## config.mk

```make
export PLATFORM = sky130hd
export DESIGN_NAME = scrc_top
export DESIGN_NICKNAME = d
export VERILOG_FILES = /design/src/verilog/scrc_pkg.sv /design/src/verilog/scrc_top.sv
export VERILOG_INCLUDE_DIRS = /design/src /design/src/verilog
export SDC_FILE = /design/constraint.sdc
export NUM_CORES = 1
export LEC_CHECK = 0
export BUFFER_PORTS_ARGS = -buffer_cell sky130_fd_sc_hd__buf_2
export CAP_MARGIN = 20
export CORE_MARGIN = 4
export CORE_UTILIZATION = 54
export DETAILED_ROUTE_END_ITERATION = 16
export MAX_ROUTING_LAYER = met4
export PLACE_DENSITY_LB_ADDON = 0.1
export SKIP_LAST_GASP = 1
export SLEW_MARGIN = 20
export SYNTH_ARGS = -nofsm -noshare
export SYNTH_HDL_FRONTEND = slang
export SYNTH_SLANG_ARGS = --single-unit
```

## constraint.sdc

```tcl
create_clock -name sys_clk_i -period 6.44 [get_ports sys_clk_i]
set_input_delay 0.966 -clock sys_clk_i [delete_from_list [all_inputs] [get_ports sys_clk_i]]
set_output_delay 0.966 -clock sys_clk_i [all_outputs]
set_load 0.01 [all_outputs]
```

## src/verilog/scrc_map.svh

```systemverilog
`ifndef SCRC_MAP_SVH
`define SCRC_MAP_SVH

// Register byte offsets on the Wishbone slave.
`define SCRC_OFS_CTRL 5'h00
`define SCRC_OFS_CLKDIV 5'h04
`define SCRC_OFS_PWRCTL 5'h08
`define SCRC_OFS_CAUSE 5'h0C
`define SCRC_OFS_STATUS 5'h10
`define SCRC_OFS_SLOWRC 5'h14

// Control register fields.
`define SCRC_CTRL_MODE_LSB 0
`define SCRC_CTRL_GO 3
`define SCRC_CTRL_FDET_EN 4
`define SCRC_CTRL_POR_EN 5
`define SCRC_CTRL_SM_EN 6
`define SCRC_CTRL_POR_MASK 7
`define SCRC_CTRL_OSC_EN 8
`define SCRC_CTRL_OSC_MODE 9
`define SCRC_CTRL_MAIN_SEL 10
`define SCRC_CTRL_RST 11'h030

// Divider, peripheral power control and reset cause.
`define SCRC_DIV_MAX_SHIFT 3'h2
`define SCRC_PWRCTL_PIN 8
`define SCRC_PWRCTL_RST 9'h1FF
`define SCRC_CAUSE_POR 0
`define SCRC_CAUSE_EXT 1
`define SCRC_CAUSE_SLEEP 2
`define SCRC_CAUSE_SPOR 3
`define SCRC_CAUSE_RST 4'h1

// Cycles for which disabling the supply detector counts as a hazard.
`define SCRC_POR_WINDOW 3'h4

`endif

```

## src/verilog/scrc_pkg.sv

```systemverilog
package scrc_pkg;
    typedef enum logic [1:0] {
        SCRC_RUN = 2'b00,
        SCRC_SLEEP = 2'b01,
        SCRC_SHUTDOWN = 2'b10
    } scrc_state_t;

    typedef enum logic [2:0] {
        SCRC_ACTIVE = 3'b000,
        SCRC_IDLE = 3'b001,
        SCRC_FROZEN = 3'b010,
        SCRC_STANDBY = 3'b011,
        SCRC_STOP = 3'b100,
        SCRC_STATIC = 3'b101,
        SCRC_OFF = 3'b110
    } scrc_mode_t;
endpackage : scrc_pkg

```

## src/verilog/scrc_top.sv

```systemverilog
// How it works
// - Divider above four keeps fast clocks during deep sleep.
// - External reset in shutdown logged as power-on.
// - Hazard cases let supply detector reset despite mask.
// - Detector switch-off while on the main oscillator sets flag, falls back to RC.
// - Autonomous wake in idle/frozen masks other bus clocks.
//
// The address map and the Wishbone interface to the registers were decided locally.
`timescale 1ns/1ps
`include "scrc_map.svh"

module scrc_top (
    input wire logic sys_clk_i, // 20 MHz system clock.
    input wire logic sys_rst_i, // Asynchronous power-on reset, high.
    input wire logic wb_cyc_i, // Wishbone cycle.
    input wire logic wb_stb_i, // Wishbone strobe.
    input wire logic wb_we_i, // Wishbone write.
    input wire logic [4:0] wb_adr_i, // Byte address.
    input wire logic [3:0] wb_sel_i, // Byte lanes.
    input wire logic [31:0] wb_dat_i, // Write data.
    output logic [31:0] wb_dat_o, // Read data.
    output logic wb_ack_o, // Acknowledge.
    input wire logic ext_reset_i, // External reset pin, high.
    input wire logic wake_i, // Wake pin.
    input wire logic clk_fail_i, // Main oscillator failure seen.
    input wire logic debug_attached_i, // Debugger connected.
    input wire logic por_glitch_i, // Supply detector trip.
    input wire logic [7:0] walk_req_i, // Autonomous wake requests.
    output logic hs_clk_en_o, // High-speed sources enabled.
    output logic sysrc_en_o, // System RC oscillator enabled.
    output logic main_clk_sel_o, // 1 main oscillator, 0 system RC.
    output logic [7:0] pb_clk_en_o, // Peripheral bus clock enables.
    output logic sys_reset_o, // Internal reset pulse.
    output logic rc_slow_pin_o // Slow RC clock on its pin.
);
    logic [12:0] sync_a;
    logic [12:0] sync_b;
    logic ext_s, wake_s, fail_s, dbg_s, glitch_s, ext_d;
    logic [7:0] walk_s;
    logic [10:0] ctrl;
    logic [2:0] pb_shift;
    logic [8:0] pwr_ctl;
    logic [3:0] cause;
    logic fdet_flag, rc_en;
    logic [1:0] rc_stat;
    logic [2:0] por_win;
    scrc_pkg::scrc_state_t state;
    scrc_pkg::scrc_mode_t mode;
    logic wr, hazard, por_fire, sysrc_off, fdet_off, sleep_now;

    // Every pin is two-flop synchronised; only the second stage is read.
    always_ff @(posedge sys_clk_i or posedge sys_rst_i)
    begin
        if (sys_rst_i)
        begin
            sync_a <= 13'h0000;
            sync_b <= 13'h0000;
        end
        else
        begin
            sync_a <= {walk_req_i, por_glitch_i, debug_attached_i, clk_fail_i, wake_i,
                ext_reset_i};
            sync_b <= sync_a;
        end
    end
    assign {walk_s, glitch_s, dbg_s, fail_s, wake_s, ext_s} = sync_b;

    // Edge memory for the external reset so one press logs once.
    always_ff @(posedge sys_clk_i or posedge sys_rst_i)
    begin
        if (sys_rst_i)
            ext_d <= 1'b0;
        else
            ext_d <= ext_s;
    end

    // Bus decode; all writes use full words, byte lane 0 is required.
    assign wr = wb_cyc_i && wb_stb_i && wb_we_i && !wb_ack_o && wb_sel_i[0];
    assign mode = scrc_pkg::scrc_mode_t'(ctrl[`SCRC_CTRL_MODE_LSB +: 3]);
    assign sleep_now = wr && (wb_adr_i == `SCRC_OFS_CTRL) && wb_dat_i[`SCRC_CTRL_GO];
    assign fdet_off = wr && (wb_adr_i == `SCRC_OFS_CTRL) && ctrl[`SCRC_CTRL_FDET_EN]
        && !wb_dat_i[`SCRC_CTRL_FDET_EN];
    assign sysrc_off = (mode == scrc_pkg::SCRC_STATIC) || (mode == scrc_pkg::SCRC_OFF);

    // The acknowledge is registered, so every access takes one wait cycle.
    always_ff @(posedge sys_clk_i or posedge sys_rst_i)
    begin
        if (sys_rst_i)
            wb_ack_o <= 1'b0;
        else
            wb_ack_o <= wb_cyc_i && wb_stb_i && !wb_ack_o;
    end

    // Read data is captured with the acknowledge; unmapped reads give zero.
    always_ff @(posedge sys_clk_i or posedge sys_rst_i)
    begin
        if (sys_rst_i)
            wb_dat_o <= 32'h0000_0000;
        else
        begin
            unique case (wb_adr_i)
                `SCRC_OFS_CTRL: wb_dat_o <= {21'h000000, ctrl & 11'h7F7};
                `SCRC_OFS_CLKDIV: wb_dat_o <= {29'h00000000, pb_shift};
                `SCRC_OFS_PWRCTL: wb_dat_o <= {23'h000000, pwr_ctl};
                `SCRC_OFS_CAUSE: wb_dat_o <= {28'h0000000, cause};
                `SCRC_OFS_STATUS: wb_dat_o <= {27'h0000000, rc_stat[1], hs_clk_en_o,
                    state, fdet_flag};
                `SCRC_OFS_SLOWRC: wb_dat_o <= {31'h00000000, rc_stat[1]};
                default: wb_dat_o <= 32'h0000_0000;
            endcase
        end
    end

    // Control register; a detector switch-off forces the RC clock and beats the write.
    always_ff @(posedge sys_clk_i or posedge sys_rst_i)
    begin
        if (sys_rst_i)
            ctrl <= `SCRC_CTRL_RST;
        else
        begin
            if (wr && (wb_adr_i == `SCRC_OFS_CTRL))
                ctrl <= wb_dat_i[10:0] & 11'h7F7;
            if (fdet_off && ctrl[`SCRC_CTRL_MAIN_SEL])
                ctrl[`SCRC_CTRL_MAIN_SEL] <= 1'b0;
            else if (ctrl[`SCRC_CTRL_FDET_EN] && fail_s)
                ctrl[`SCRC_CTRL_MAIN_SEL] <= 1'b0;
        end
    end

    // Divider, peripheral power control and slow RC enable registers.
    always_ff @(posedge sys_clk_i or posedge sys_rst_i)
    begin
        if (sys_rst_i)
        begin
            pb_shift <= 3'h0;
            pwr_ctl <= `SCRC_PWRCTL_RST;
            rc_en <= 1'b0;
        end
        else if (wr)
        begin
            if (wb_adr_i == `SCRC_OFS_CLKDIV)
                pb_shift <= wb_dat_i[2:0];
            if (wb_adr_i == `SCRC_OFS_PWRCTL)
                pwr_ctl <= wb_dat_i[8:0];
            if (wb_adr_i == `SCRC_OFS_SLOWRC)
                rc_en <= wb_dat_i[0];
        end
    end

    // The slow RC reports its state two cycles late; software polls it.
    always_ff @(posedge sys_clk_i or posedge sys_rst_i)
    begin
        if (sys_rst_i)
            rc_stat <= 2'b00;
        else
            rc_stat <= {rc_stat[0], rc_en};
    end
    assign rc_slow_pin_o = rc_stat[1] && pwr_ctl[`SCRC_PWRCTL_PIN];

    // Clock-failure flag: write one to clear, a new event wins over the clear.
    always_ff @(posedge sys_clk_i or posedge sys_rst_i)
    begin
        if (sys_rst_i)
            fdet_flag <= 1'b0;
        else if ((fdet_off && ctrl[`SCRC_CTRL_MAIN_SEL]) || (ctrl[`SCRC_CTRL_FDET_EN] && fail_s))
            fdet_flag <= 1'b1;
        else if (wr && (wb_adr_i == `SCRC_OFS_STATUS) && wb_dat_i[0])
            fdet_flag <= 1'b0;
    end

    // Window after software disables the supply detector.
    always_ff @(posedge sys_clk_i or posedge sys_rst_i)
    begin
        if (sys_rst_i)
            por_win <= 3'h0;
        else if (wr && (wb_adr_i == `SCRC_OFS_CTRL) && ctrl[`SCRC_CTRL_POR_EN]
            && !wb_dat_i[`SCRC_CTRL_POR_EN])
            por_win <= `SCRC_POR_WINDOW;
        else if (por_win != 3'h0)
            por_win <= por_win - 3'h1;
    end

    // In the hazard cases the mask bit is ignored, as the silicon does.
    assign hazard = (por_win != 3'h0) || ctrl[`SCRC_CTRL_SM_EN]
        || ((state == scrc_pkg::SCRC_SHUTDOWN) && dbg_s);
    assign por_fire = glitch_s && (hazard || (ctrl[`SCRC_CTRL_POR_EN]
        && !ctrl[`SCRC_CTRL_POR_MASK]));

    // Sleep sequencer; shutdown is left only through a reset.
    always_ff @(posedge sys_clk_i or posedge sys_rst_i)
    begin
        if (sys_rst_i)
            state <= scrc_pkg::SCRC_RUN;
        else if (sys_reset_o)
            state <= scrc_pkg::SCRC_RUN;
        else
        begin
            unique case (state)
                scrc_pkg::SCRC_RUN:
                    if (sleep_now && wb_dat_i[2:0] == scrc_pkg::SCRC_OFF)
                        state <= scrc_pkg::SCRC_SHUTDOWN;
                    else if (sleep_now && wb_dat_i[2:0] != scrc_pkg::SCRC_ACTIVE)
                        state <= scrc_pkg::SCRC_SLEEP;
                scrc_pkg::SCRC_SLEEP:
                    if (wake_s)
                        state <= scrc_pkg::SCRC_RUN;
                scrc_pkg::SCRC_SHUTDOWN:
                    state <= scrc_pkg::SCRC_SHUTDOWN;
                default:
                    state <= scrc_pkg::SCRC_RUN;
            endcase
        end
    end

    // Internal reset pulse and its cause; a fresh cause wins over a clear.
    always_ff @(posedge sys_clk_i or posedge sys_rst_i)
    begin
        if (sys_rst_i)
        begin
            sys_reset_o <= 1'b0;
            cause <= `SCRC_CAUSE_RST;
        end
        else
        begin
            sys_reset_o <= 1'b0;
            if (wr && (wb_adr_i == `SCRC_OFS_CAUSE))
                cause <= cause & ~wb_dat_i[3:0];
            if (sys_reset_o)
                sys_reset_o <= 1'b0;
            else if (ext_s && !ext_d)
            begin
                sys_reset_o <= 1'b1;
                if (state == scrc_pkg::SCRC_SHUTDOWN)
                    cause <= 4'h1 << `SCRC_CAUSE_POR;
                else
                    cause <= 4'h1 << `SCRC_CAUSE_EXT;
            end
            else if (por_fire)
            begin
                sys_reset_o <= 1'b1;
                cause <= 4'h1 << `SCRC_CAUSE_SPOR;
            end
            else if ((state == scrc_pkg::SCRC_SHUTDOWN) && wake_s)
            begin
                sys_reset_o <= 1'b1;
                cause <= 4'h1 << `SCRC_CAUSE_SLEEP;
            end
        end
    end

    // Fast sources stay on in deep sleep when the divider exceeds four.
    always_comb
    begin
        sysrc_en_o = !((state != scrc_pkg::SCRC_RUN) && sysrc_off);
        if (state == scrc_pkg::SCRC_RUN)
            hs_clk_en_o = ctrl[`SCRC_CTRL_OSC_EN];
        else if (sysrc_off && (pb_shift > `SCRC_DIV_MAX_SHIFT))
            hs_clk_en_o = ctrl[`SCRC_CTRL_OSC_EN];
        else
            hs_clk_en_o = ctrl[`SCRC_CTRL_OSC_EN] && (mode < scrc_pkg::SCRC_STANDBY);
    end
    assign main_clk_sel_o = ctrl[`SCRC_CTRL_MAIN_SEL];

    // Bus clock gating; software must mask requests before idle or frozen.
    always_comb
    begin
        if (state == scrc_pkg::SCRC_RUN)
            pb_clk_en_o = pwr_ctl[7:0];
        else if ((mode == scrc_pkg::SCRC_IDLE || mode == scrc_pkg::SCRC_FROZEN)
            && (walk_s != 8'h00))
            pb_clk_en_o = walk_s;
        else if (mode == scrc_pkg::SCRC_IDLE)
            pb_clk_en_o = pwr_ctl[7:0];
        else
            pb_clk_en_o = 8'h00;
    end

    property p_hs_kept;
        @(posedge sys_clk_i) disable iff (sys_rst_i)
        (state == scrc_pkg::SCRC_SLEEP && sysrc_off && pb_shift > 3'h2
            && ctrl[`SCRC_CTRL_OSC_EN]) |-> hs_clk_en_o && !sysrc_en_o;
    endproperty
    a_hs_kept: assert property (p_hs_kept) else $error("fast clock stopped");

    property p_hs_stop;
        @(posedge sys_clk_i) disable iff (sys_rst_i)
        (state == scrc_pkg::SCRC_SLEEP && sysrc_off && pb_shift <= 3'h2) |-> !hs_clk_en_o;
    endproperty
    a_hs_stop: assert property (p_hs_stop) else $error("fast clock kept");

    property p_shut_por;
        @(posedge sys_clk_i) disable iff (sys_rst_i)
        (state == scrc_pkg::SCRC_SHUTDOWN && ext_s && !ext_d && !sys_reset_o)
            |=> sys_reset_o && cause == 4'h1 ##1 state == scrc_pkg::SCRC_RUN;
    endproperty
    a_shut_por: assert property (p_shut_por) else $error("shutdown cause wrong");

    property p_hazard_fire;
        @(posedge sys_clk_i) disable iff (sys_rst_i)
        (glitch_s && hazard && !sys_reset_o && !(ext_s && !ext_d)) |=> sys_reset_o && cause[3];
    endproperty
    a_hazard_fire: assert property (p_hazard_fire) else $error("masked reset lost");

    property p_mask_holds;
        @(posedge sys_clk_i) disable iff (sys_rst_i)
        (glitch_s && !hazard && ctrl[`SCRC_CTRL_POR_MASK] && !ext_s && !wake_s) |=> !cause[3]
            || $past(cause[3]);
    endproperty
    a_mask_holds: assert property (p_mask_holds) else $error("mask ignored");

    property p_cfd_fall;
        @(posedge sys_clk_i) disable iff (sys_rst_i)
        (fdet_off && ctrl[`SCRC_CTRL_MAIN_SEL]) |=> fdet_flag && !main_clk_sel_o;
    endproperty
    a_cfd_fall: assert property (p_cfd_fall) else $error("no fallback");

    property p_walk_mask;
        @(posedge sys_clk_i) disable iff (sys_rst_i)
        (state == scrc_pkg::SCRC_SLEEP && mode == scrc_pkg::SCRC_FROZEN && walk_s != 8'h00)
            |-> pb_clk_en_o == walk_s;
    endproperty
    a_walk_mask: assert property (p_walk_mask) else $error("bus clocks not masked");

    property p_rc_read;
        @(posedge sys_clk_i) disable iff (sys_rst_i)
        $rose(rc_en) ##1 rc_en |=> rc_stat[1];
    endproperty
    a_rc_read: assert property (p_rc_read) else $error("slow RC readback late");

    c_shutdown: cover property (@(posedge sys_clk_i) disable iff (sys_rst_i)
        state == scrc_pkg::SCRC_SHUTDOWN ##1 sys_reset_o);
    c_walk: cover property (@(posedge sys_clk_i) disable iff (sys_rst_i)
        state == scrc_pkg::SCRC_SLEEP && walk_s != 8'h00);
    c_fdet: cover property (@(posedge sys_clk_i) disable iff (sys_rst_i) $rose(fdet_flag));
endmodule : scrc_top

```

After elaboration in Yosys (flattened, before gate mapping)
Cells that the tools add are included.

Flip-flop bits (word level): 96. Output and inout port bits: 46. Logic and storage cells: 116.

Reductions and logical operators: 53. Add/sub/neg operators: 1. Bitwise logic cells: 2. Multiplexer cells: 28. Magnitude comparators: 2. Equal/unequal tests: 14.

Operator list (count): $pmux 11 s6 (1); $logic_and 1x1->1 (28); $mux 8 (3); $mux 4 (5); $mux 11 (1); $eq 5x4->1 const B (2); $eq 5x5->1 const B (2); $mux 1 (10); $mux 2 (5); $eq 3x3->1 const B (3); $reduce_bool 3->1 (3); $reduce_and 2->1 (4); $reduce_bool 8->1 (1); $logic_not 1->1 (6); $logic_or 1x1->1 (6); $mux 3 (2); $pmux 2 s3 (1); $reduce_bool 2->1 (3); $eq 5x3->1 const B (1); $logic_not 5->1 (1); $and 4x4->4 (1); $ne 4x4->1 const B (1); $not 4->4 (1); $eq 3x1->1 const B (1); other kinds (8) (8).

Longest topological paths before layout
Gate-level depths: netlist of run 1.

Depth after elaboration: 11. Gate-level depth with buffers: 6. Depth with buffers taken out: 6.

Least setup slack after synthesis of run 1
Ideal clock, no wire load.

Path kind: input to register. From: in wb_adr_i[4]. To: reg pwr_ctl[0]. Arrival time: 2.334 ns. Stages on the path: 5. Data required time: 6.358 ns. Path slack: 4.024 ns. Path through: or3_4 -> nor3b_4 -> and2_1 -> buf_6 -> mux2_2.

Longest elaborated chain between the ends: 2.

Ends and longest elaborated chain: start: declaration (RTL line scrc_top.sv:18) `input wire logic [4:0] wb_adr_i,`; $eq 5x4->1; $reduce_and 2->1 (no source line); end signal: assignment (RTL line scrc_top.sv:136) `` pwr_ctl <= `SCRC_PWRCTL_RST; ``; end signal: assignment (RTL line scrc_top.sv:144) `pwr_ctl <= wb_dat_i[8:0];`; end: declaration (RTL line scrc_top.sv:42) `logic [8:0] pwr_ctl;`.

No other way between the ends. A chain may end at the register's enable or synchronous reset.

Final worst setup path of run 1
From: reg state[1]. To: out pb_clk_en_o[4].

Longest elaborated chain between the ends: 2.

Ends and longest elaborated chain: start: declaration (RTL line scrc_top.sv:47) `scrc_pkg::scrc_state_t state;`; start signal: assignment (RTL line scrc_top.sv:193) `state <= scrc_pkg::SCRC_RUN;`; start signal: assignment (RTL line scrc_top.sv:195) `state <= scrc_pkg::SCRC_RUN;`; start signal: assignment (RTL line scrc_top.sv:201) `state <= scrc_pkg::SCRC_SHUTDOWN;`; $logic_not 2->1 (RTL line scrc_top.sv:267) `if (state == scrc_pkg::SCRC_RUN)`; $mux 8 (RTL line scrc_top.sv:267); end: declaration (RTL line scrc_top.sv:32) `output logic [7:0] pb_clk_en_o,`.

No other way between the ends.

==> results of run 1 <==
-- through the flow --
| step | instances | cell area, sq um | utilization [%] |
|---|---|---|---|
| 6_report | 387 | 3586 | 64.33 |
| 5_1_grt | 387 | 3586 | 64.33 |
| 4_1_cts | 387 | 3586 | 64.33 |
| 3_5_place_dp | 371 | 3422 | 61.39 |
| 3_3_place_gp | 371 | 3422 | 61.39 |
| 2_1_floorplan | 265 | 3221 | - |
-- worst paths after layout --
path | from | endpoint | slack, ns | depth (start not counted)
max in group asynchronous | sys_rst_i | wb_dat_o[6] | 4.96 | 3
worst max-delay path | state[1] | pb_clk_en_o[4] | 3.37 | 4
worst max register to register | wb_ack_o | state[0] | 4.30 | 4
worst min-delay path | sync_a[4] | sync_b[4] | 0.35 | 0
worst min register to register | sync_a[4] | sync_b[4] | 0.35 | 0
min in group asynchronous | sys_rst_i | sync_b[10] | 0.91 | 3
-- logic make-up (layout without fill, tap and decap cells) --
logic type	after synthesis	count (layout)	synth area share, %
AOI/OAI and AO/OA	40	40	10.46
xor gates and xnor gates	3	3	0.8355
adders and majority gates	2	2	0.7954
buffers and inverters	36	86	7.279
DFF	75	75	60.14
muxes	23	23	8.194
other	1	21	0.1192
and+or+nand+nor	65	65	12.17
-- worst register-to-register path, delay by kind of cell, from the launching register on --
family / cells / cell delay (ns)
flops: 1 / 0.37
compound gates: 2 / 0.50
simple gates: 2 / 1.19
-- area by class of cell --
cell class | count | area [sq um]
clock inverters | 3 | 15.01
clock buffers | 13 | 148.9
flip-flops and latches | 75 | 1892
well taps | 72 | 90.09
inverters | 10 | 37.54
fillers | 475 | 1988
multi-input cells | 154 | 1100
repair buffers | 60 | 302.8
-- placed cells by master, fill, tap and decap left out, drive strengths merged, types with 2 or more instances in the layout --
master   n
a211oi   3
a21oi    2
a22o    12
a22oi    5
a31o     2
a31oi    2
a32o     3
a32oi    3
and2     2
and3     5
buf     60
clkbuf  13
clkinv   3
conb    21
dfrtp   63
dfstp   12
ha       2
inv     10
mux2    22
nand2   12
nand2b   5
nand3    6
nand3b   2
nor2    13
nor2b    4
nor3     6
nor4     2
nor4b    2
o21ai    3
xnor2    2
-- sequential cells by signal, indices dropped and copies added (netlist names) --
register	cells
pwr_ctl	9
wb_ack_o	1
fdet_flag	1
state	2
rc_en	1
wb_dat_o	11
sync_b	13
pb_shift	3
cause	4
sync_a	13
por_win	3
ctrl	10
rc_stat	2
sys_reset_o	1
ext_d	1
-- synth_stat cells, drive strengths merged, types with 4 or more instances --
| cell | instances | area, sq um |
|---|---|---|
| nand2 | 12 | 45.04 |
| dfstp | 12 | 315.3 |
| nor2 | 13 | 48.80 |
| nand3 | 6 | 30.03 |
| nand2b | 5 | 31.28 |
| inv | 10 | 37.54 |
| dfrtp | 63 | 1577 |
| mux2 | 22 | 247.7 |
| and3 | 5 | 32.53 |
| nor2b | 4 | 25.02 |
| a22o | 12 | 105.1 |
| a22oi | 5 | 37.54 |
| nor3 | 6 | 30.03 |
| buf | 23 | 180.2 |
-- power groups by stage --
stage               clock [uW]  sequential, uW  combinational [uW]
floorplan                    0             528                84.7
global placement             0             531                 105
detailed placement           0             533                 109
CTS                        312             524                 109
global route               333             528                 123
finish                     302             524                 108
-- per-layer routing --
layer	part of all wire, %	up-vias
li1	-	963
met3	6.9	8
met4	1.4	0
met1	44	994
met2	47	86
met5	0	-
==> impl_metrics.tcl, run 1 <==
set metrics [dict create \
    drt-initial-drc-count 167 \
    max-slew-margin-rel_pct 25.32 \
    ir_drop_uv 194.7 \
    synthToLayoutAreaGrowth_pct 14.00 \
    root_buffer "clkbuf_8" \
    gp_congestion 0.8017 \
    die_h_um 84.32 \
    combinationalPowerShare_pct 11.5 \
    grt_use_met3_pct 4.122 \
    tritoncts "yes" \
    viasPerCell 5.300 \
    synth_warnings 0 \
    top_usage_layer "met2" \
    path_class "flip-flop to primary output" \
    crit_chain "nor2_1 > nor3_1 > a22o_1 > buf_2" \
    syn_avg_cell_area_sq_um 12.84 \
    use_met2_pct 28.19 \
    hold_viol 0 \
    worstSkewPairLatency_ns 0.33 \
    clock_path_buffers 2 \
    routed_wl_um 6108 \
    dr.pass1.iters 4 \
    critPathSlowestCell "nor3_1" \
    post_cts_buffers 0 \
    power_leakage_uw 0.001772 \
    io_pins 105 \
    core_sq_um 5574 \
    power.switching_uw 232.5 \
    die-area_sq_um 7110 \
    path_buf_inv 1 \
    drive_gt1_share_pct 37.46 \
    routedWlPerCell_um 15.78 \
    clkTransAtPathRegs_ns 0.07 \
    vias 2051 \
    hold-worst-slack_ns 0.3494 \
    setup_ws_ns 3.372 \
    grt_overflow 0 \
    clock-sinks 75 \
    antenna_found_initial 0 \
    crit_path_start_kind "flip-flop" \
    die_w_um 84.32 \
    nNetsFinal 371 \
    tightest_slew_ns 1.112 \
    max_freq_mhz 325.9 \
    setup_tns_ns 0 \
    ys_async_sr_fraction_pct 100.0 \
    initial_core_util_pct 56.43 \
    crit_family "simple AND/OR/NAND/NOR gates" \
    ant_nets 0 \
    holdBufCountCts 0 \
    rows 27 \
    cap_violations 0 \
    ctsHtreeMaxLevel 3 \
    cts-resized-gates 0 \
    finalCritPeriodShare_pct 47.64 \
    worstPathRequired_ns 5.47 \
    end_kind "primary output" \
    grt_pass1_wl_um 10260 \
    max_stage_delay_ns 0.71 \
    worstPathArrival_ns 2.10 \
    rsz0062_at_grt "false" \
    ys.flop_type "dfrtp_1" \
    power_frac_seq_pct 56.1 \
    power_frac_clock_pct 32.4 \
    worstPathMaxFanout 8 \
    track_usage_pct 18.96 \
    drcViolationCount 0 \
    report.power.total_uw 934.6 \
    dp.final_hpwl_um 4333 \
    fin_crit_ns 3.068 \
    synth_cell_type_count 46 \
    syn_area_sq_um 3146 \
    pre_cts_slack_ns 3.472 \
    grt_max_degree 76 \
    grt_pass1_vias 2063 \
    io_buffers 59 \
    power_density_nw_per_um2 260.6 \
    hp-class "flip-flop to flip-flop" \
    cts_made_buffers 9 \
    synthCells 245 \
    met1_usage_pct 25.13 \
    maxSlewViolCount 0 \
    ys_ff_latch 75 \
    p_int_uw 702.1 \
    p_sw_share_pct 24.88 \
    status "finished clean" \
    fin_skew_ns 0.007545 \
    n_antenna_cell 0 \
    synth_edf_count 0 \
    setup_viol_count_final 0 \
    synth.yosys.seq_area_share_pct 60.14 \
]
(Power assumes the default switching activity.)
==> inputs of run 2 (changes only) <==
--- a/config.mk
+++ b/config.mk
@@ -6,10 +6,11 @@
 export SDC_FILE = /design/constraint.sdc
 export NUM_CORES = 1
 export LEC_CHECK = 0
+export ABC_AREA = 1
 export BUFFER_PORTS_ARGS = -buffer_cell sky130_fd_sc_hd__buf_2
 export CAP_MARGIN = 20
 export CORE_MARGIN = 4
-export CORE_UTILIZATION = 54
+export CORE_UTILIZATION = 51
 export DETAILED_ROUTE_END_ITERATION = 16
 export MAX_ROUTING_LAYER = met4
 export PLACE_DENSITY_LB_ADDON = 0.1
==> constraint.sdc (replaced) <==
create_clock -name sys_clk_i -period 3.1 [get_ports sys_clk_i]
set_input_delay 0.465 -clock sys_clk_i [delete_from_list [all_inputs] [get_ports sys_clk_i]]
set_output_delay 0.465 -clock sys_clk_i [all_outputs]
set_load 0.01 [all_outputs]
==> impl_metrics.tcl, run 2 <==
set metrics [dict create \
    status "finished clean" \
    crit_end "pb_clk_en_o[6]" \
    cts-resized-gates 0 \
    post_cts_buffers 0 \
    nNetsFinal 477 \
    gp_congestion 0.8405 \
    power_density_nw_per_um2 569.2 \
    dp.final_hpwl_um 4925 \
    clkTransAtPathRegs_ns 0.08 \
    setup_viol_count_final 0 \
    grt_pass1_vias 2246 \
    end_kind "primary output" \
    drive_gt1_share_pct 29.22 \
    syn_area_sq_um 3336 \
    grt_pass1_wl_um 10580 \
    core_sq_um 6350 \
    die-area_sq_um 7899 \
    yosys.cell_count.top_type "nand2_1" \
    pre_cts_slack_ns 1.162 \
    synthTopCellsByCount "75 x nand2_1, 63 x dfrtp_1, 49 x inv_1" \
    reg2reg_depth 8 \
    final_common_cell "nand2_1" \
    hold_viol 0 \
    io_buffers 59 \
    ir_drop_uv 383.7 \
    root_buffer "clkbuf_8" \
    synth.top_cell.area_share_pct 47.26 \
    grt_overflow 0 \
    max_stage_delay_ns 0.44 \
    maxSlewViolCount 0 \
    worstPathRequired_ns 2.63 \
    ys_async_sr_fraction_pct 100.0 \
    worstPathArrival_ns 1.84 \
    most-common-layout-cells "75 x nand2_1, 63 x dfrtp_1, 59 x buf_2" \
    routed_wl_um 6509 \
    setup_ws_ns 0.7952 \
    synth_area_leaders "dfrtp_1 47%, dfstp_2 9.5%, nand2_1 8.4%" \
    ant_nets 0 \
    track_usage_pct 18.73 \
    rows 29 \
    ys.flop_type "dfrtp_1" \
    power_leakage_uw 0.001976 \
    crit_family "simple AND/OR/NAND/NOR gates" \
    crit_start "state[0]" \
    drcViolationCount 0 \
    worst-path-stages 7 \
    clock-sinks 75 \
    worstPathMaxFanout 6 \
    tritoncts "yes" \
    vias 2362 \
    fin_skew_ns 0.006153 \
    design_area_sq_um 3847 \
    synth_warnings 0 \
    path_buf_inv 3 \
    fin_crit_ns 2.305 \
    worstSkewPairLatency_ns 0.34 \
    synth_cell_type_count 34 \
    holdBufCountCts 0 \
    n_antenna_cell 0 \
    rsz0062_at_grt "false" \
    die_h_um 88.88 \
    reg.largest.list "sync_a (13), sync_b (13), wb_dat_o (11)" \
    synth_edf_count 0 \
    setup_tns_ns 0 \
    syn_avg_cell_area_sq_um 9.613 \
    cap_violations 0 \
    dr.pass1.iters 4 \
    antenna_found_initial 0 \
    hp-class "input pin to async pin" \
    initial_core_util_pct 52.53 \
    crit_path_start_kind "flip-flop" \
    synthToLayoutAreaGrowth_pct 15.34 \
    r2r_slack_ns 1.51 \
    hold-worst-slack_ns 0.1115 \
    clock_path_buffers 2 \
    post_dp_cell_area_sq_um 3628 \
    ys_ff_latch 75 \
    max_freq_mhz 433.9 \
    synth_top_cell_by_area "dfrtp_1" \
    r2r_end "cause[0]" \
    drt-initial-drc-count 103 \
    final_util_pct 60.59 \
    critPathSlowestCell "dfrtp_1" \
    io_pins 105 \
    grt_max_degree 32 \
    synth.yosys.seq_area_share_pct 56.71 \
    finalCritPeriodShare_pct 74.35 \
    crit_chain "inv_1 > nand2_1 > nand3_1 > inv_1 > nand3_1 > o21ai_0 > buf_2" \
    routedWlPerCell_um 13.07 \
    nFillCells 564 \
    synthCells 347 \
    ctsHtreeMaxLevel 3 \
    r2r_start "por_win[0]" \
    die_w_um 88.88 \
    viasPerCell 4.743 \
    path_class "flip-flop to primary output" \
    cts_made_buffers 9 \
]
run 2: changes by cell type after synthesis, sizes merged, moves of 4 or more:
cell	before	now
o22ai	0	6
nor2	13	25
nand2b	5	0
a21oi	2	8
mux2	22	0
nand3	6	23
inv	10	53
o21ai	3	39
a22oi	5	0
nor2b	4	0
and3	5	0
a22o	12	0
nand2	12	79
run 2: cells by family (layout without fill, tap and decap cells):
kind of cell             Yosys count  after routing  share of synthesized area, %
AO/OA/AOI/OAI                     56             56                         10.62
adder cells (fa/ha/maj)            2              2                        0.7501
buffers and inverters             76            130                         11.85
flip-flops                        75             75                         56.71
other                              1             21                        0.1124
AND/OR/NAND/NOR                  137            137                         19.96
run 2: worst min path at each step:
stage / start / end / slack (ns) / depth (start not counted)
4_1_cts: sys_rst_i / sync_a[4] / 0.11 / 2
3_3_place_gp: sync_a[1] / sync_b[1] / 0.33 / 0
3_5_place_dp: sync_a[1] / sync_b[1] / 0.33 / 0
6_report: sys_rst_i / sync_a[4] / 0.11 / 2
2_1_floorplan: rc_stat[0] / rc_stat[1] / 0.33 / 0
5_1_grt: sys_rst_i / ext_d / 0.13 / 2
run 2: per-stage QoR:
| step | cells | power [uW] |
|---|---|---|
| floorplan | 367 | 1322 |
| global placement | 482 | 1388 |
| detailed placement | 482 | 1399 |
| CTS | 498 | 2219 |
| global route | 498 | 2309 |
| finish | 498 | 2190 |
run 2: routing by layer:
metal | vias up | routed length, um | GRT usage (%)
met3 | 8 | 434 | 6.425
li1 | 1194 | - | -
met2 | 73 | 2900 | 27.94
met1 | 1087 | 3082 | 24.14
met5 | - | 0 | -
met4 | 0 | 91 | 5.769
run 2: final cells by class:
class                   count  area, sq um  share of cell area (%)
clock buffers              10        127.6                   3.317
inverters                  53        206.4                   5.366
clock inverters             6        91.34                   2.374
repair buffers             61        310.3                   8.065
flip-flops and latches     75         1892                   49.17
well taps                  77        96.34                   2.504
multi-input cells         216         1124                   29.20
run 2: power breakdown:
group	total (uW)	leakage (uW)	internal, uW	switching, uW
Clock	812	0.0000987	454	358
Combinational	286	0.000963	103	183
Sequential	1090	0.000915	1050	41.2
Total	2190	0.00198	1610	582
==> inputs of run 3 (changes only) <==
--- a/config.mk
+++ b/config.mk
@@ -6,11 +6,11 @@
 export SDC_FILE = /design/constraint.sdc
 export NUM_CORES = 1
 export LEC_CHECK = 0
-export ABC_AREA = 1
+export ABC_AREA = 0
 export BUFFER_PORTS_ARGS = -buffer_cell sky130_fd_sc_hd__buf_2
 export CAP_MARGIN = 20
 export CORE_MARGIN = 4
-export CORE_UTILIZATION = 51
+export CORE_UTILIZATION = 45
 export DETAILED_ROUTE_END_ITERATION = 16
 export MAX_ROUTING_LAYER = met4
 export PLACE_DENSITY_LB_ADDON = 0.1
==> constraint.sdc (replaced) <==
create_clock -name sys_clk_i -period 2.09 [get_ports sys_clk_i]
set_input_delay 0.3135 -clock sys_clk_i [delete_from_list [all_inputs] [get_ports sys_clk_i]]
set_output_delay 0.3135 -clock sys_clk_i [all_outputs]
set_load 0.01 [all_outputs]
==> impl_metrics.tcl, run 3 (synthesized netlist as in run 1, its figures left out) <==
set metrics [dict create \
    r2r_slack_ns 0.26 \
    viasPerCell 4.930 \
    p_int_uw 2416 \
    rsz0062_at_grt "false" \
    grt_max_degree 37 \
    critPathSlowestCell "dfrtp_2" \
    hp-start "walk_req_i[1]" \
    power_frac_seq_pct 50.8 \
    seq_area_sq_um 1894 \
    clock_path_buffers 2 \
    io_pins 105 \
    ant_nets 0 \
    die_h_um 91.61 \
    track_usage_pct 17.24 \
    tritoncts "yes" \
    multi_input_area_sq_um 1120 \
    reg.largest.list "sync_a (13), sync_b (13), wb_dat_o (11)" \
    hold-worst-slack_ns 0.06731 \
    routed_wl_um 6499 \
    io_buffers 59 \
    dr.pass1.iters 4 \
    drcViolationCount 0 \
    ctsHtreeMaxLevel 3 \
    n_antenna_cell 0 \
    power.switching_uw 761.8 \
    ir_drop_uv 562.7 \
    routedWlPerCell_um 15.26 \
    r2r_start "por_win[0]" \
    path_buf_inv 1 \
    nNetsFinal 386 \
    die-area_sq_um 8391 \
    clock-sinks 75 \
    core_sq_um 6794 \
    worstPathArrival_ns 1.67 \
    reg2reg_depth 6 \
    setup_viol_count_final 0 \
    worstPathMaxFanout 8 \
    status "finished clean" \
    most-common-layout-cells "61 x dfrtp_1, 59 x buf_2, 22 x mux2_2" \
    worstSkewPairLatency_ns 0.34 \
    fin_crit_ns 1.987 \
    grt_pass1_wl_um 10740 \
    max_stage_delay_ns 0.46 \
    cts_made_buffers 9 \
    synthToLayoutAreaGrowth_pct 21.60 \
    drive_gt1_share_pct 42.12 \
    die_w_um 91.61 \
    crit_end "pb_clk_en_o[7]" \
    setup_tns_ns 0 \
    crit_start "ctrl[2]" \
    r2r_end "cause[1]" \
    clkTransAtPathRegs_ns 0.08 \
    crit_chain "nor4b_2 > a31o_2 > a22o_1 > buf_2" \
    root_buffer "clkbuf_8" \
    power_density_nw_per_um2 830.7 \
    rows 30 \
    gp_congestion 0.8286 \
    maxSlewViolCount 0 \
    power_leakage_uw 0.001873 \
    drt-initial-drc-count 159 \
    finalCritPeriodShare_pct 95.05 \
    hold_viol 0 \
    final_common_cell "dfrtp_1" \
    fin_skew_ns 0.009463 \
    initial_core_util_pct 46.30 \
    path_class "flip-flop to primary output" \
    dp.final_hpwl_um 4860 \
    vias 2100 \
    antenna_found_initial 0 \
    crit_family "flip-flops" \
    grt_overflow 0 \
    combinationalPowerShare_pct 10.9 \
    hp-class "input pin to flip-flop" \
    nFillCells 584 \
    max_freq_mhz 503.4 \
    worst-path-stages 4 \
    grt_pass1_vias 2211 \
    end_kind "primary output" \
    p_sw_share_pct 23.98 \
    crit_path_start_kind "flip-flop" \
    power_frac_clock_pct 38.3 \
    worstPathRequired_ns 1.78 \
    cap_violations 0 \
]
==> run 3: cell types whose count changed in the layout (fill, tap and decap cells not counted), sizes merged, moves of 5 or more <==
cell,previous run,this run
o22ai,6,0
nand2b,0,5
nor2,25,13
nand2,79,12
nand3,23,6
a22oi,0,5
a22o,0,12
buf,61,74
mux2,0,22
o21ai,39,3
inv,53,9
and3,0,5
a21oi,8,2
==> run 3: power by group through the flow <==
stage | Clock [uW] | Combinational (uW) | Sequential, uW
6_report | 1220 | 347 | 1610
5_1_grt | 1310 | 398 | 1630
4_1_cts | 1250 | 349 | 1610
3_3_place_gp | 0 | 334 | 1640
3_5_place_dp | 0 | 343 | 1640
2_1_floorplan | 0 | 261 | 1630
==> run 3: cell type report <==
cell class / count / share of cell area, %
clock buffer: 11 / 3.696
clock inverter: 5 / 2.028
inverter: 10 / 1.079
multi-input combinational: 154 / 29.28
sequential: 75 / 49.53
tap: 96 / 3.140
timing repair buffer: 75 / 11.25
==> run 3: per-stage QoR <==
stage / instances / setup slack, ns / util, % / total power [uW] / area [sq um]
2_1_floorplan: 265 / 0.3267 / - / 1887 / 3224
3_3_place_gp: 408 / 0.1723 / 52.49 / 1970 / 3566
3_5_place_dp: 408 / 0.1681 / 52.49 / 1985 / 3566
4_1_cts: 425 / 0.01817 / 56.02 / 3211 / 3806
5_1_grt: 426 / 0.008268 / 56.30 / 3333 / 3825
6_report: 426 / 0.1035 / 56.30 / 3177 / 3825
==> run 3: timing repair <==
item                                    CTS  global route
resized for setup                         2             4
setup buffers                             0             1
pin swaps                                 1             1
hold buffers                              1             0
endpoints found under the setup margin    8             8
endpoints found under the hold margin    16             0
==> run 3: per-layer routing <==
metal	up-vias	wire (um)	GRT usage, %
met5	-	0	-
met4	0	109	8.166
met3	9	422	4.225
met2	73	2908	25.20
met1	1023	3059	22.57
li1	995	-	-
==> run 3: how the worst min path moves through the flow <==
| stage | end | depth (start not counted) | slack (ns) |
|---|---|---|---|
| floorplan | rc_stat[1] | 0 | 0.33 |
| global placement | sync_b[12] | 0 | 0.33 |
| detailed placement | sync_b[12] | 0 | 0.33 |
| CTS | sync_a[6] | 1 | 0.05 |
| global route | sync_a[1] | 1 | 0.05 |
| finish | sync_a[6] | 1 | 0.07 |
